==> src/shared/usbcs_pkg.sv <==
// constants and types of the usb control request and statistics block
// Contract
// - string descriptors 1-5 use type 03h, two-byte chars
// - stall string when EEPROM absent or entry zero
// - return stored string bytes verbatim, unchecked
// - earlier variant: counters saturate, clear on read
// - later variant: snapshot on read, wrap, never clear
// - 32-bit rx good count includes fifo-dropped frames
// - crc error without dribble, alignment with dribble
// - runt counts short frames with crc error
// - count frames longer than programmed maximum
// - count rx frames with late collision
// - rx bad totals errors, excluding fifo drops
// - fifo-dropped frames counted as drops, and as rx good when error-free
// - tx good excludes pause; pause counted separately
// - count single and multiple collision tx frames
// - count each tx abort cause separately
// - count tx frames with carrier lost/absent
// - tx bad totals every errored tx frame
// - stall set descriptor and synch frame
// - clear feature: remote wakeup or endpoint halt
// - get configuration returns one configuration byte
// - get descriptor 80h/06h, serve supported types
// - stall interface and endpoint descriptor requests
// - stats read returns 20h rx, 28h tx bytes
package usbcs_pkg;
	// request type values
	localparam logic [7:0] RT_DEV_OUT = 8'h00;
	localparam logic [7:0] RT_EP_OUT  = 8'h02;
	localparam logic [7:0] RT_DEV_IN  = 8'h80;
	localparam logic [7:0] RT_EP_IN   = 8'h82;
	localparam logic [7:0] RT_VND_IN  = 8'hC0;
	// request codes
	localparam logic [7:0] RQ_CLR_FEAT  = 8'h01;
	localparam logic [7:0] RQ_GET_DESC  = 8'h06;
	localparam logic [7:0] RQ_SET_DESC  = 8'h07;
	localparam logic [7:0] RQ_GET_CFG   = 8'h08;
	localparam logic [7:0] RQ_SYNCH     = 8'h0C;
	localparam logic [7:0] RQ_GET_STATS = 8'hA2;
	// descriptor types
	localparam logic [7:0] DT_DEVICE = 8'h01;
	localparam logic [7:0] DT_CONFIG = 8'h02;
	localparam logic [7:0] DT_STRING = 8'h03;
	localparam logic [7:0] DT_IFACE  = 8'h04;
	localparam logic [7:0] DT_EP     = 8'h05;
	localparam logic [7:0] DT_QUAL   = 8'h06;
	localparam logic [7:0] DT_OTHER  = 8'h07;
	// string table and answer lengths
	localparam logic [7:0]  STR_IDX_MAX  = 8'h05;
	localparam logic [8:0]  STR_TBL_BASE = 9'h00C;
	localparam logic [15:0] CFG_LEN      = 16'h0001;
	localparam logic [15:0] STATS_RX_LEN = 16'h0020;
	localparam logic [15:0] STATS_TX_LEN = 16'h0028;
	localparam logic [3:0]  NUM_EP       = 4'h4;
	// counter slots
	localparam int CNT_RX_GOOD = 0;
	localparam int CNT_TX_GOOD = 8;
	localparam int NUM_RX_CNT  = 8;
	localparam int NUM_CNT     = 18;
	localparam int NUM_SNAP    = 10;
	localparam int WIDE        = 32;
	localparam int NARROW      = 20;
	localparam logic [13:0] RUNT_LEN = 14'h0040;
	// register map
	localparam logic [3:0] REG_CTRL   = 4'h0;
	localparam logic [3:0] REG_MAXLEN = 4'h4;
	localparam logic [3:0] REG_HALT   = 4'h8;
	localparam logic [3:0] REG_STATUS = 4'hC;
	localparam int CTRL_RWU_BIT = 8;
	localparam logic [7:0]  CFG_RST    = 8'h00;
	localparam logic [13:0] MAXLEN_RST = 14'h05EE;
	// request sequencer states
	typedef enum logic [2:0] {
		ST_IDLE    = 3'b000,
		ST_STR_LEN = 3'b001,
		ST_STR_OFF = 3'b010,
		ST_RD      = 3'b011,
		ST_RD_WAIT = 3'b100,
		ST_STATS   = 3'b101,
		ST_EMIT    = 3'b110
	} usbcs_state_t;
endpackage

==> src/hw/usbcs_ctl.sv <==
// control request sequencer, string server and statistics counters
`timescale 1ns/100ps
`default_nettype none
module usbcs_ctl
	import usbcs_pkg::*;
#(
	parameter bit LATER_VARIANT = 1'b1,
	parameter int EE_AW         = 9
) (
	input  wire logic             clk,
	input  wire logic             rst_n,
	// setup packet from the usb_device_core
	input  wire logic             setup_valid,
	input  wire logic [7:0]       bm_request_type,
	input  wire logic [7:0]       b_request,
	input  wire logic [15:0]      w_value,
	input  wire logic [15:0]      w_index,
	input  wire logic [15:0]      w_length,
	output logic                  busy,
	output logic                  stall_pulse,
	output logic                  ack_pulse,
	output logic                  desc_pass,
	output logic                  req_pass,
	// data stage bytes toward the host
	output logic                  data_valid,
	output logic [7:0]            data_byte,
	output logic                  data_last,
	input  wire logic             data_ready,
	// EEPROM byte read port
	input  wire logic             ee_present,
	output logic                  ee_rd,
	output logic [EE_AW-1:0]      ee_addr,
	input  wire logic [7:0]       ee_rdata,
	// receive frame status from the rx_fifo_controller
	input  wire logic             rx_done,
	input  wire logic [13:0]      rx_len,
	input  wire logic             rx_crc_err,
	input  wire logic             rx_dribble,
	input  wire logic             rx_late_coll,
	input  wire logic             rx_phy_err,
	input  wire logic             rx_fifo_drop,
	// transmit frame status
	input  wire logic             tx_done,
	input  wire logic             tx_pause,
	input  wire logic [4:0]       tx_coll_cnt,
	input  wire logic             tx_exc_coll,
	input  wire logic             tx_late_coll,
	input  wire logic             tx_underrun,
	input  wire logic             tx_exc_defer,
	input  wire logic             tx_carrier_err,
	// register port
	input  wire logic [3:0]       reg_addr,
	input  wire logic [31:0]      reg_wdata,
	input  wire logic             reg_wr,
	input  wire logic             reg_rd,
	output logic [31:0]           reg_rdata,
	// feature state
	output logic                  remote_wakeup_en,
	output logic [3:0]            ep_halt
);
	usbcs_state_t state;            // sequencer state
	logic         src_stats;        // emitting statistics bytes
	logic [15:0]  byte_cnt;         // bytes handed over so far
	logic [15:0]  total;            // bytes in this data stage
	logic [7:0]   str_len;          // stored string length
	logic [7:0]   cfg_value;        // current configuration
	logic [13:0]  max_frame;        // programmed maximum frame size
	logic [EE_AW-1:0] rd_ptr;       // next EEPROM string byte
	logic [31:0]  snap [NUM_SNAP];  // statistics snapshot
	logic [31:0]  cnt_ext [NUM_CNT];// live counters
	logic [NUM_CNT-1:0] cnt_inc;    // one hit per counter
	logic [NUM_CNT-1:0] cnt_clr;    // read-clear strobes
	logic         take;             // setup accepted this cycle
	logic         stats_req;        // statistics request decoded
	logic         stats_tx;         // transmit bank chosen
	logic [15:0]  next_cnt;         // byte count after handover
	logic [7:0]   stats_byte;       // snapshot byte at next_cnt
	logic [15:0]  stats_len;        // full statistics length
	logic         rx_too_long;      // frame over the maximum
	logic         rx_err;           // any receive error
	logic         rx_kept;          // frame not dropped
	logic         tx_abort;         // any abort cause
	logic         tx_ok;            // frame sent without abort

	// request decode helpers
	assign take      = setup_valid && (state == ST_IDLE);
	assign stats_req = (bm_request_type == RT_VND_IN) && (b_request == RQ_GET_STATS);
	assign stats_tx  = w_index[0];
	assign stats_len = stats_tx ? STATS_TX_LEN : STATS_RX_LEN;
	assign busy      = (state != ST_IDLE);
	assign next_cnt  = byte_cnt + 16'h0001;
	assign data_last = data_valid && (next_cnt == total);

	// snapshot byte, little endian within each word
	always_comb begin
		logic [31:0] w;
		w = 32'h0000_0000;
		if (next_cnt[5:2] < 4'(NUM_SNAP)) begin
			w = snap[next_cnt[5:2]];
		end
		stats_byte = w[8*next_cnt[1:0] +: 8];
	end

	// receive classification
	assign rx_too_long = rx_len > max_frame;
	assign rx_err  = rx_crc_err || rx_too_long || rx_late_coll || rx_phy_err;
	assign rx_kept = rx_done && !rx_fifo_drop;
	// transmit classification
	assign tx_abort = tx_exc_coll || tx_late_coll || tx_underrun || tx_exc_defer;
	assign tx_ok    = tx_done && !tx_abort;

	// counter hit map
	always_comb begin
		cnt_inc     = '0;
		cnt_inc[0]  = rx_done && !rx_err;
		cnt_inc[1]  = rx_kept && rx_crc_err && !rx_dribble;
		cnt_inc[2]  = rx_kept && rx_crc_err && (rx_len < RUNT_LEN);
		cnt_inc[3]  = rx_kept && rx_crc_err && rx_dribble;
		cnt_inc[4]  = rx_kept && rx_too_long;
		cnt_inc[5]  = rx_kept && rx_late_coll;
		cnt_inc[6]  = rx_kept && rx_err;
		cnt_inc[7]  = rx_done && rx_fifo_drop;
		cnt_inc[8]  = tx_ok && !tx_pause;
		cnt_inc[9]  = tx_ok && tx_pause;
		cnt_inc[10] = tx_ok && (tx_coll_cnt == 5'h01);
		cnt_inc[11] = tx_ok && (tx_coll_cnt > 5'h01);
		cnt_inc[12] = tx_done && tx_exc_coll;
		cnt_inc[13] = tx_done && tx_late_coll;
		cnt_inc[14] = tx_done && tx_underrun;
		cnt_inc[15] = tx_done && tx_exc_defer;
		cnt_inc[16] = tx_done && tx_carrier_err;
		cnt_inc[17] = tx_done && (tx_abort || tx_carrier_err);
	end

	// read-clear only in the earlier variant, on the chosen bank
	always_comb begin
		cnt_clr = '0;
		if (!LATER_VARIANT && take && stats_req) begin
			for (int i = 0; i < NUM_CNT; i++) begin
				cnt_clr[i] = stats_tx ? (i >= CNT_TX_GOOD) : (i < NUM_RX_CNT);
			end
		end
	end

	// counter bank; unsized counters take the narrow width
	for (genvar g = 0; g < NUM_CNT; g++) begin : g_cnt
		usbcs_stat_cnt #(
			.W   ((g == CNT_RX_GOOD || g == CNT_TX_GOOD) ? WIDE : NARROW),
			.SAT (!LATER_VARIANT)
		) u_cnt (
			.clk       (clk),
			.rst_n     (rst_n),
			.inc       (cnt_inc[g]),
			.clr       (cnt_clr[g]),
			.count_ext (cnt_ext[g])
		);
	end

	// snapshot taken when a statistics request is taken
	always_ff @(posedge clk) begin
		if (!rst_n) begin
			for (int i = 0; i < NUM_SNAP; i++) begin
				snap[i] <= 32'h0000_0000;
			end
		end else if (take && stats_req) begin
			for (int i = 0; i < NUM_SNAP; i++) begin
				if (stats_tx) begin
					snap[i] <= cnt_ext[CNT_TX_GOOD + i];
				end else if (i < NUM_RX_CNT) begin
					snap[i] <= cnt_ext[i];
				end else begin
					snap[i] <= 32'h0000_0000;
				end
			end
		end
	end

	// software writes to configuration and maximum frame size
	always_ff @(posedge clk) begin
		if (!rst_n) begin
			cfg_value <= CFG_RST;
			max_frame <= MAXLEN_RST;
		end else if (reg_wr && reg_addr == REG_MAXLEN) begin
			max_frame <= reg_wdata[13:0];
		end else if (reg_wr && reg_addr == REG_CTRL) begin
			cfg_value <= reg_wdata[7:0];
		end
	end

	// remote wakeup: software sets, clear feature clears, set wins
	always_ff @(posedge clk) begin
		if (!rst_n) begin
			remote_wakeup_en <= 1'b0;
		end else if (reg_wr && reg_addr == REG_CTRL) begin
			remote_wakeup_en <= reg_wdata[CTRL_RWU_BIT];
		end else if (take && b_request == RQ_CLR_FEAT && w_length == 16'h0000
				&& bm_request_type == RT_DEV_OUT) begin
			remote_wakeup_en <= 1'b0;
		end
	end

	// endpoint halts: written by software, cleared per endpoint
	always_ff @(posedge clk) begin
		if (!rst_n) begin
			ep_halt <= 4'h0;
		end else if (reg_wr && reg_addr == REG_HALT) begin
			ep_halt <= reg_wdata[3:0];
		end else if (take && b_request == RQ_CLR_FEAT && w_length == 16'h0000
				&& bm_request_type == RT_EP_OUT && w_index[3:0] < NUM_EP) begin
			ep_halt[w_index[1:0]] <= 1'b0;
		end
	end

	// register read data, one cycle after the strobe
	always_ff @(posedge clk) begin
		if (!rst_n) begin
			reg_rdata <= 32'h0000_0000;
		end else if (reg_rd) begin
			unique case (reg_addr)
				REG_CTRL:   reg_rdata <= {23'h000000, remote_wakeup_en, cfg_value};
				REG_MAXLEN: reg_rdata <= {18'h00000, max_frame};
				REG_HALT:   reg_rdata <= {28'h0000000, ep_halt};
				REG_STATUS: reg_rdata <= {28'h0000000, busy, state};
				default:    reg_rdata <= 32'h0000_0000; // unmapped
			endcase
		end
	end

	// request sequencer and data stage
	always_ff @(posedge clk) begin
		if (!rst_n) begin
			state       <= ST_IDLE;
			src_stats   <= 1'b0;
			byte_cnt    <= 16'h0000;
			total       <= 16'h0000;
			str_len     <= 8'h00;
			rd_ptr      <= '0;
			data_valid  <= 1'b0;
			data_byte   <= 8'h00;
			stall_pulse <= 1'b0;
			ack_pulse   <= 1'b0;
			desc_pass   <= 1'b0;
			req_pass    <= 1'b0;
			ee_rd       <= 1'b0;
			ee_addr     <= '0;
		end else begin
			// pulses default low
			stall_pulse <= 1'b0;
			ack_pulse   <= 1'b0;
			desc_pass   <= 1'b0;
			req_pass    <= 1'b0;
			ee_rd       <= 1'b0;
			unique case (state)
				ST_IDLE: begin
					byte_cnt <= 16'h0000;
					if (setup_valid) begin
						if (b_request == RQ_CLR_FEAT && w_length == 16'h0000) begin
							// device wakeup or endpoint 0-3
							if (bm_request_type == RT_DEV_OUT
									|| (bm_request_type == RT_EP_OUT
									&& w_index[3:0] < NUM_EP)) begin
								ack_pulse <= 1'b1;
							end else begin
								stall_pulse <= 1'b1;
							end
						end else if (bm_request_type == RT_DEV_IN
								&& b_request == RQ_GET_CFG) begin
							// single configuration byte
							if (w_length == 16'h0000) begin
								ack_pulse <= 1'b1;
							end else begin
								total      <= CFG_LEN;
								src_stats  <= 1'b0;
								data_byte  <= cfg_value;
								data_valid <= 1'b1;
								state      <= ST_EMIT;
							end
						end else if (bm_request_type == RT_DEV_IN
								&& b_request == RQ_GET_DESC) begin
							unique case (w_value[15:8])
								DT_STRING: begin
									if (w_value[7:0] == 8'h00) begin
										desc_pass <= 1'b1;
									end else if (!ee_present
											|| w_value[7:0] > STR_IDX_MAX) begin
										stall_pulse <= 1'b1;
									end else begin
										// fetch stored length
										ee_rd   <= 1'b1;
										ee_addr <= EE_AW'(STR_TBL_BASE)
											+ EE_AW'({w_value[7:0] - 8'h01, 1'b0});
										state   <= ST_STR_LEN;
									end
								end
								DT_DEVICE, DT_CONFIG, DT_QUAL, DT_OTHER: begin
									desc_pass <= 1'b1;
								end
								DT_IFACE, DT_EP: begin
									stall_pulse <= 1'b1;
								end
								default: begin
									stall_pulse <= 1'b1;
								end
							endcase
						end else if ((bm_request_type == RT_DEV_OUT
								&& b_request == RQ_SET_DESC)
								|| (bm_request_type == RT_EP_IN
								&& b_request == RQ_SYNCH)) begin
							stall_pulse <= 1'b1;
						end else if (stats_req) begin
							// snapshot lands this edge, bytes follow
							src_stats <= 1'b1;
							total     <= (w_length < stats_len) ? w_length : stats_len;
							state     <= ST_STATS;
						end else begin
							req_pass <= 1'b1;
						end
					end
				end
				ST_STR_LEN: begin
					// length arrives, fetch the offset next
					str_len <= ee_rdata;
					ee_rd   <= 1'b1;
					ee_addr <= ee_addr + EE_AW'(1);
					state   <= ST_STR_OFF;
				end
				ST_STR_OFF: begin
					if (str_len == 8'h00 && ee_rdata == 8'h00) begin
						stall_pulse <= 1'b1;
						state       <= ST_IDLE;
					end else if (str_len == 8'h00 || w_length == 16'h0000) begin
						ack_pulse <= 1'b1;
						state     <= ST_IDLE;
					end else begin
						// stored length used as is, only host length limits
						total     <= (w_length < {8'h00, str_len})
							? w_length : {8'h00, str_len};
						rd_ptr    <= EE_AW'(ee_rdata);
						src_stats <= 1'b0;
						state     <= ST_RD;
					end
				end
				ST_RD: begin
					// request the next stored string byte
					ee_rd   <= 1'b1;
					ee_addr <= rd_ptr;
					rd_ptr  <= rd_ptr + EE_AW'(1);
					state   <= ST_RD_WAIT;
				end
				ST_RD_WAIT: begin
					// header and characters pass untouched
					data_byte  <= ee_rdata;
					data_valid <= 1'b1;
					state      <= ST_EMIT;
				end
				ST_STATS: begin
					if (total == 16'h0000) begin
						ack_pulse <= 1'b1;
						state     <= ST_IDLE;
					end else begin
						data_byte  <= snap[0][7:0];
						data_valid <= 1'b1;
						state      <= ST_EMIT;
					end
				end
				ST_EMIT: begin
					if (data_ready) begin
						byte_cnt <= next_cnt;
						if (next_cnt == total) begin
							// last byte handed over
							data_valid <= 1'b0;
							ack_pulse  <= 1'b1;
							state      <= ST_IDLE;
						end else if (src_stats) begin
							data_byte <= stats_byte;
						end else begin
							data_valid <= 1'b0;
							state      <= ST_RD;
						end
					end
				end
				default: begin
					state <= ST_IDLE;
				end
			endcase
		end
	end
endmodule
`default_nettype wire

==> src/hw/usbcs_stat_cnt.sv <==
// one statistics counter, saturating or wrapping
`timescale 1ns/100ps
`default_nettype none
module usbcs_stat_cnt #(
	parameter int W   = 20,
	parameter bit SAT = 1'b1
) (
	input  wire logic        clk,
	input  wire logic        rst_n,
	input  wire logic        inc,
	input  wire logic        clr,
	output logic      [31:0] count_ext
);
	logic [W-1:0] count; // running value

	// a hit in the clearing cycle survives as one
	always_ff @(posedge clk) begin
		if (!rst_n) begin
			count <= '0;
		end else if (clr) begin
			count <= inc ? W'(1) : '0;
		end else if (inc) begin
			if (!(SAT && (&count))) begin
				count <= count + W'(1);
			end
		end
	end

	// zero-extend to a whole word
	assign count_ext = 32'(count);
endmodule
`default_nettype wire

==> config.mk <==
export PLATFORM = sky130hd
export DESIGN_NAME = usbcs_ctl
export DESIGN_NICKNAME = d
export VERILOG_FILES = /design/src/shared/usbcs_pkg.sv /design/src/hw/usbcs_ctl.sv /design/src/hw/usbcs_stat_cnt.sv
export SDC_FILE = /design/constraint.sdc
export NUM_CORES = 1
export LEC_CHECK = 0
export ABC_CLOCK_PERIOD_IN_PS = 7700
export BUFFER_PORTS_ARGS = -buffer_cell sky130_fd_sc_hd__buf_2
export CORE_ASPECT_RATIO = 1.25
export CORE_UTILIZATION = 40
export CTS_CLUSTER_SIZE = 24
export DETAILED_ROUTE_END_ITERATION = 12
export SETUP_SLACK_MARGIN = 0.05
export SYNTH_ARGS = -nofsm -noshare
export SYNTH_HDL_FRONTEND = slang
export SYNTH_SLANG_ARGS = --single-unit
==> constraint.sdc <==
create_clock -name clk -period 7.7 [get_ports clk]
set_input_delay 0.77 -clock clk [delete_from_list [all_inputs] [get_ports clk]]
set_output_delay 0.77 -clock clk [all_outputs]
set_load 0.02 [all_outputs]
==> results.cfg <==
[cts]
cts_hold_repair.buffers = 0
cts-root-buf = clkbuf_16
worstSkewPairLatency_ns = 0.64
cts.sinks = 713
cts_tree = built
cts_resized = 0
clock_tree.buffer_depth = 3
h-tree-depth = 3
cts_setup_buffers = 0
cts-buffers-inserted = 77
clk_pin_slew_ns = 0.06

[worst_setup_path]
rr_startpoint = byte_cnt[0]
start_kind = flop
critPathArrivalTime_ns = 4.32
max_stage_delay_ns = 0.81
slowest_stage = dfxtp_1
r2r_cells = 8
cp.required_ns = 6.93
worstSetupStartpoint = byte_cnt[0]
path_class = reg2out
crit_path_end_kind = output pin
path_cells = ha_1 > xor2_4 > xnor2_1 > nand3_1 > or4_1 > nor3_1 > and2_1 > buf_2
cp_max_fo = 18
rrSetupSlack_ns = 3.16
r2r_end = data_byte[7]

[sta]
finalCriticalPeriod_ns = 5.09
max-slew-margin-rel = 0.115
final-setup-viol-count = 0
timing.final.max_slew_violations = 0
grt_setup_unrepaired = no
finalClockSkew_ns = 0.0291
fin_crit_sh = 0.661
hold_viol_final = 0
holdWs_ns = 0.368
tightest_slew_ns = 1.33
fmax_mhz = 196
fin_setup_tns_ns = 0

[min_path]
hp-class = in2reg
holdPathStages = 3
holdCritStartpoint = reg_wdata[10]
whs_endpoint = max_frame[10]

[pwr]
clock_power_share = 0.415
comb_power_share = 0.116
leakage_nw = 14.3
intPower_w = 0.00638
switchingPower_w = 0.00241
seq_power_share = 0.469
sw_frac_of_total = 0.274
peakVddDrop_mv = 0.155
pwr_density_cell_mw_per_mm2 = 223

[floorplanning]
die_w_um = 267
die_height_um = 333
initial_core_util = 0.404
coreArea_mm2 = 0.0871
die_area_mm2 = 0.0890
io_pins = 209
fp-row-count = 121

[placed_design]
placed_cells = 4976
place_area_mm2 = 0.0369
place_congestion = 0.921
hpwl_mm = 70.8
io_buffer_count = 160

[global_routing]
grt_busiest_layer = met2
grt_use_met1 = 0.281
use_met2 = 0.377
grt_antenna_before_repair = 7
grt_pass1_vias = 26500
grt_pass1_wl_mm = 155
globalRouteTotalUtil = 0.222
grt_overflow_total = 0
met3_usage = 0.0295
grt_max_degree = 193

[cells_and_area]
drive_above_1_share = 0.0994
layout.cells.non_filler = 5122
final_common_cell = nor2_1
fillers = 8365
syn_to_final_growth_pct = 12.2
final_cell_area_mm2 = 0.0394
num-nets-final = 4080
final_util = 0.453
layout_common_cells = nor2_1 (634), dfxtp_1 (501), nand2_1 (329), xor2_1 (223), mux2i_1 (219)

[synth]
synth_cells = 3807
syn_avg_cell_area_um2 = 9.23
synth_top_area_frac = 0.285
ys_ff_latch = 713
syn_area_mm2 = 0.0351
synth_edf_count = 212
yosys-top-cells-area = dfxtp_1 (29%), edfxtp_1 (18%), nor2_1 (6.8%)
synth_warnings = 0
synth_cell_types = 85
synth_top_flop_cell = dfxtp_1
synth_async_sr_flop_share = 0
synth_top_area_cell = dfxtp_1
ys_seq_area_frac = 0.467

[routing]
routed_wl_mm = 99.9
vias_per_cell = 5.48
vias = 28100
drt_iter0_markers = 2153
drcViolationCount = 0
drt_first_pass_iters = 5
wl_per_cell_um = 19.5
antenna_left = 0

[outcome]
status = complete, no violations

[run]
drv_cap = 0
synthesized netlist by cell type (all sizes together), types with 14 or more instances:
cell,number
nand2,330
mux2i,219
nor3b,14
and3,134
or4,19
inv,77
and2,31
a21oi,160
nand2b,25
xnor2,103
nor3,60
a221oi,17
nor4,32
and4,29
ha,46
clkbuf,164
buf,46
o211ai,22
dfxtp,501
o21ai,138
nor2,634
nand4,101
nand3,194
or3,54
xor2,224
edfxtp,212
mux4,35
a211oi,17
metal layers:
metal	up-vias	part of all wire	routed length [µm]
li1	13600	-	-
met1	13500	0.43	42700
met2	769	0.48	48300
met3	184	0.050	5000
met4	4	0.039	3940
met5	-	0.00018	18
power by group through the flow:
stage	Clock [W]	Combinational [W]	Sequential [W]
6_report	0.00365	0.00102	0.00412
5_1_grt	0.00388	0.00111	0.00413
4_1_cts	0.00374	0.00101	0.00411
3_5_place_dp	0	0.00100	0.00420
3_3_place_gp	0	0.000999	0.00420
2_1_floorplan	0	0.000664	0.00417
metrics by stage:
stage	setup slack (ns)	power, W
after floorplan	1.37	0.00483
after global placement	3.21	0.00519
after detailed placement	3.18	0.00520
after CTS	2.53	0.00886
after global routing	2.42	0.00912
final	2.61	0.00879
cells by family after synthesis:
family	count (synthesis)	share of synthesized area
flip-flops	713	0.467
multiplexers	260	0.0867
AND/OR/NAND/NOR	1707	0.234
AO/OA/AOI/OAI	463	0.0807
other	1	0.000107
adder cells (fa/ha/maj)	46	0.0164
XOR/XNOR	327	0.0815
buffers and inverters	290	0.0343
state kept, by name, summed over array words and instances, names as in the netlist, 3 cells and up:
name and cells:
str_len 8, total 16, g_cnt.u_cnt.count_ext 64, data_byte 8
reg_rdata 14, snap 212, cfg_value 8, state 3
max_frame 14, ee_addr 9, g_cnt.u_cnt.count 320, byte_cnt 16
rd_ptr 9, ep_halt 4
worst max-delay path: cells and delay by family (launching register included):
family | cells | cell delay (ns)
flops | 1 | 0.81
simple gates | 4 | 1.22
xor+xnor | 2 | 0.83
fa+ha+maj | 1 | 0.64
buf+inv | 1 | 0.17
final cells by class:
class | count | area (µm²) | area share
diodes | 2 | 5.00 | 0.000127
clock buffers | 98 | 2080 | 0.0527
clock inverters | 46 | 403 | 0.0102
inverters | 80 | 308 | 0.00781
multi-input cells | 2821 | 17700 | 0.448
flip-flops and latches | 713 | 16400 | 0.416
well taps | 1168 | 1460 | 0.0371
repair buffers | 194 | 1110 | 0.0280
how the worst max path moves through the flow:
stage	to	slack, ns	cells after the start
finish	data_last	2.61	8
detailed placement	data_byte[7]	3.18	8
global route	data_last	2.42	8
CTS	data_last	2.53	8
global placement	data_byte[7]	3.21	8
floorplan	snap[0][0]	1.37	4
Note: power is estimated with default switching activity, not from simulation.
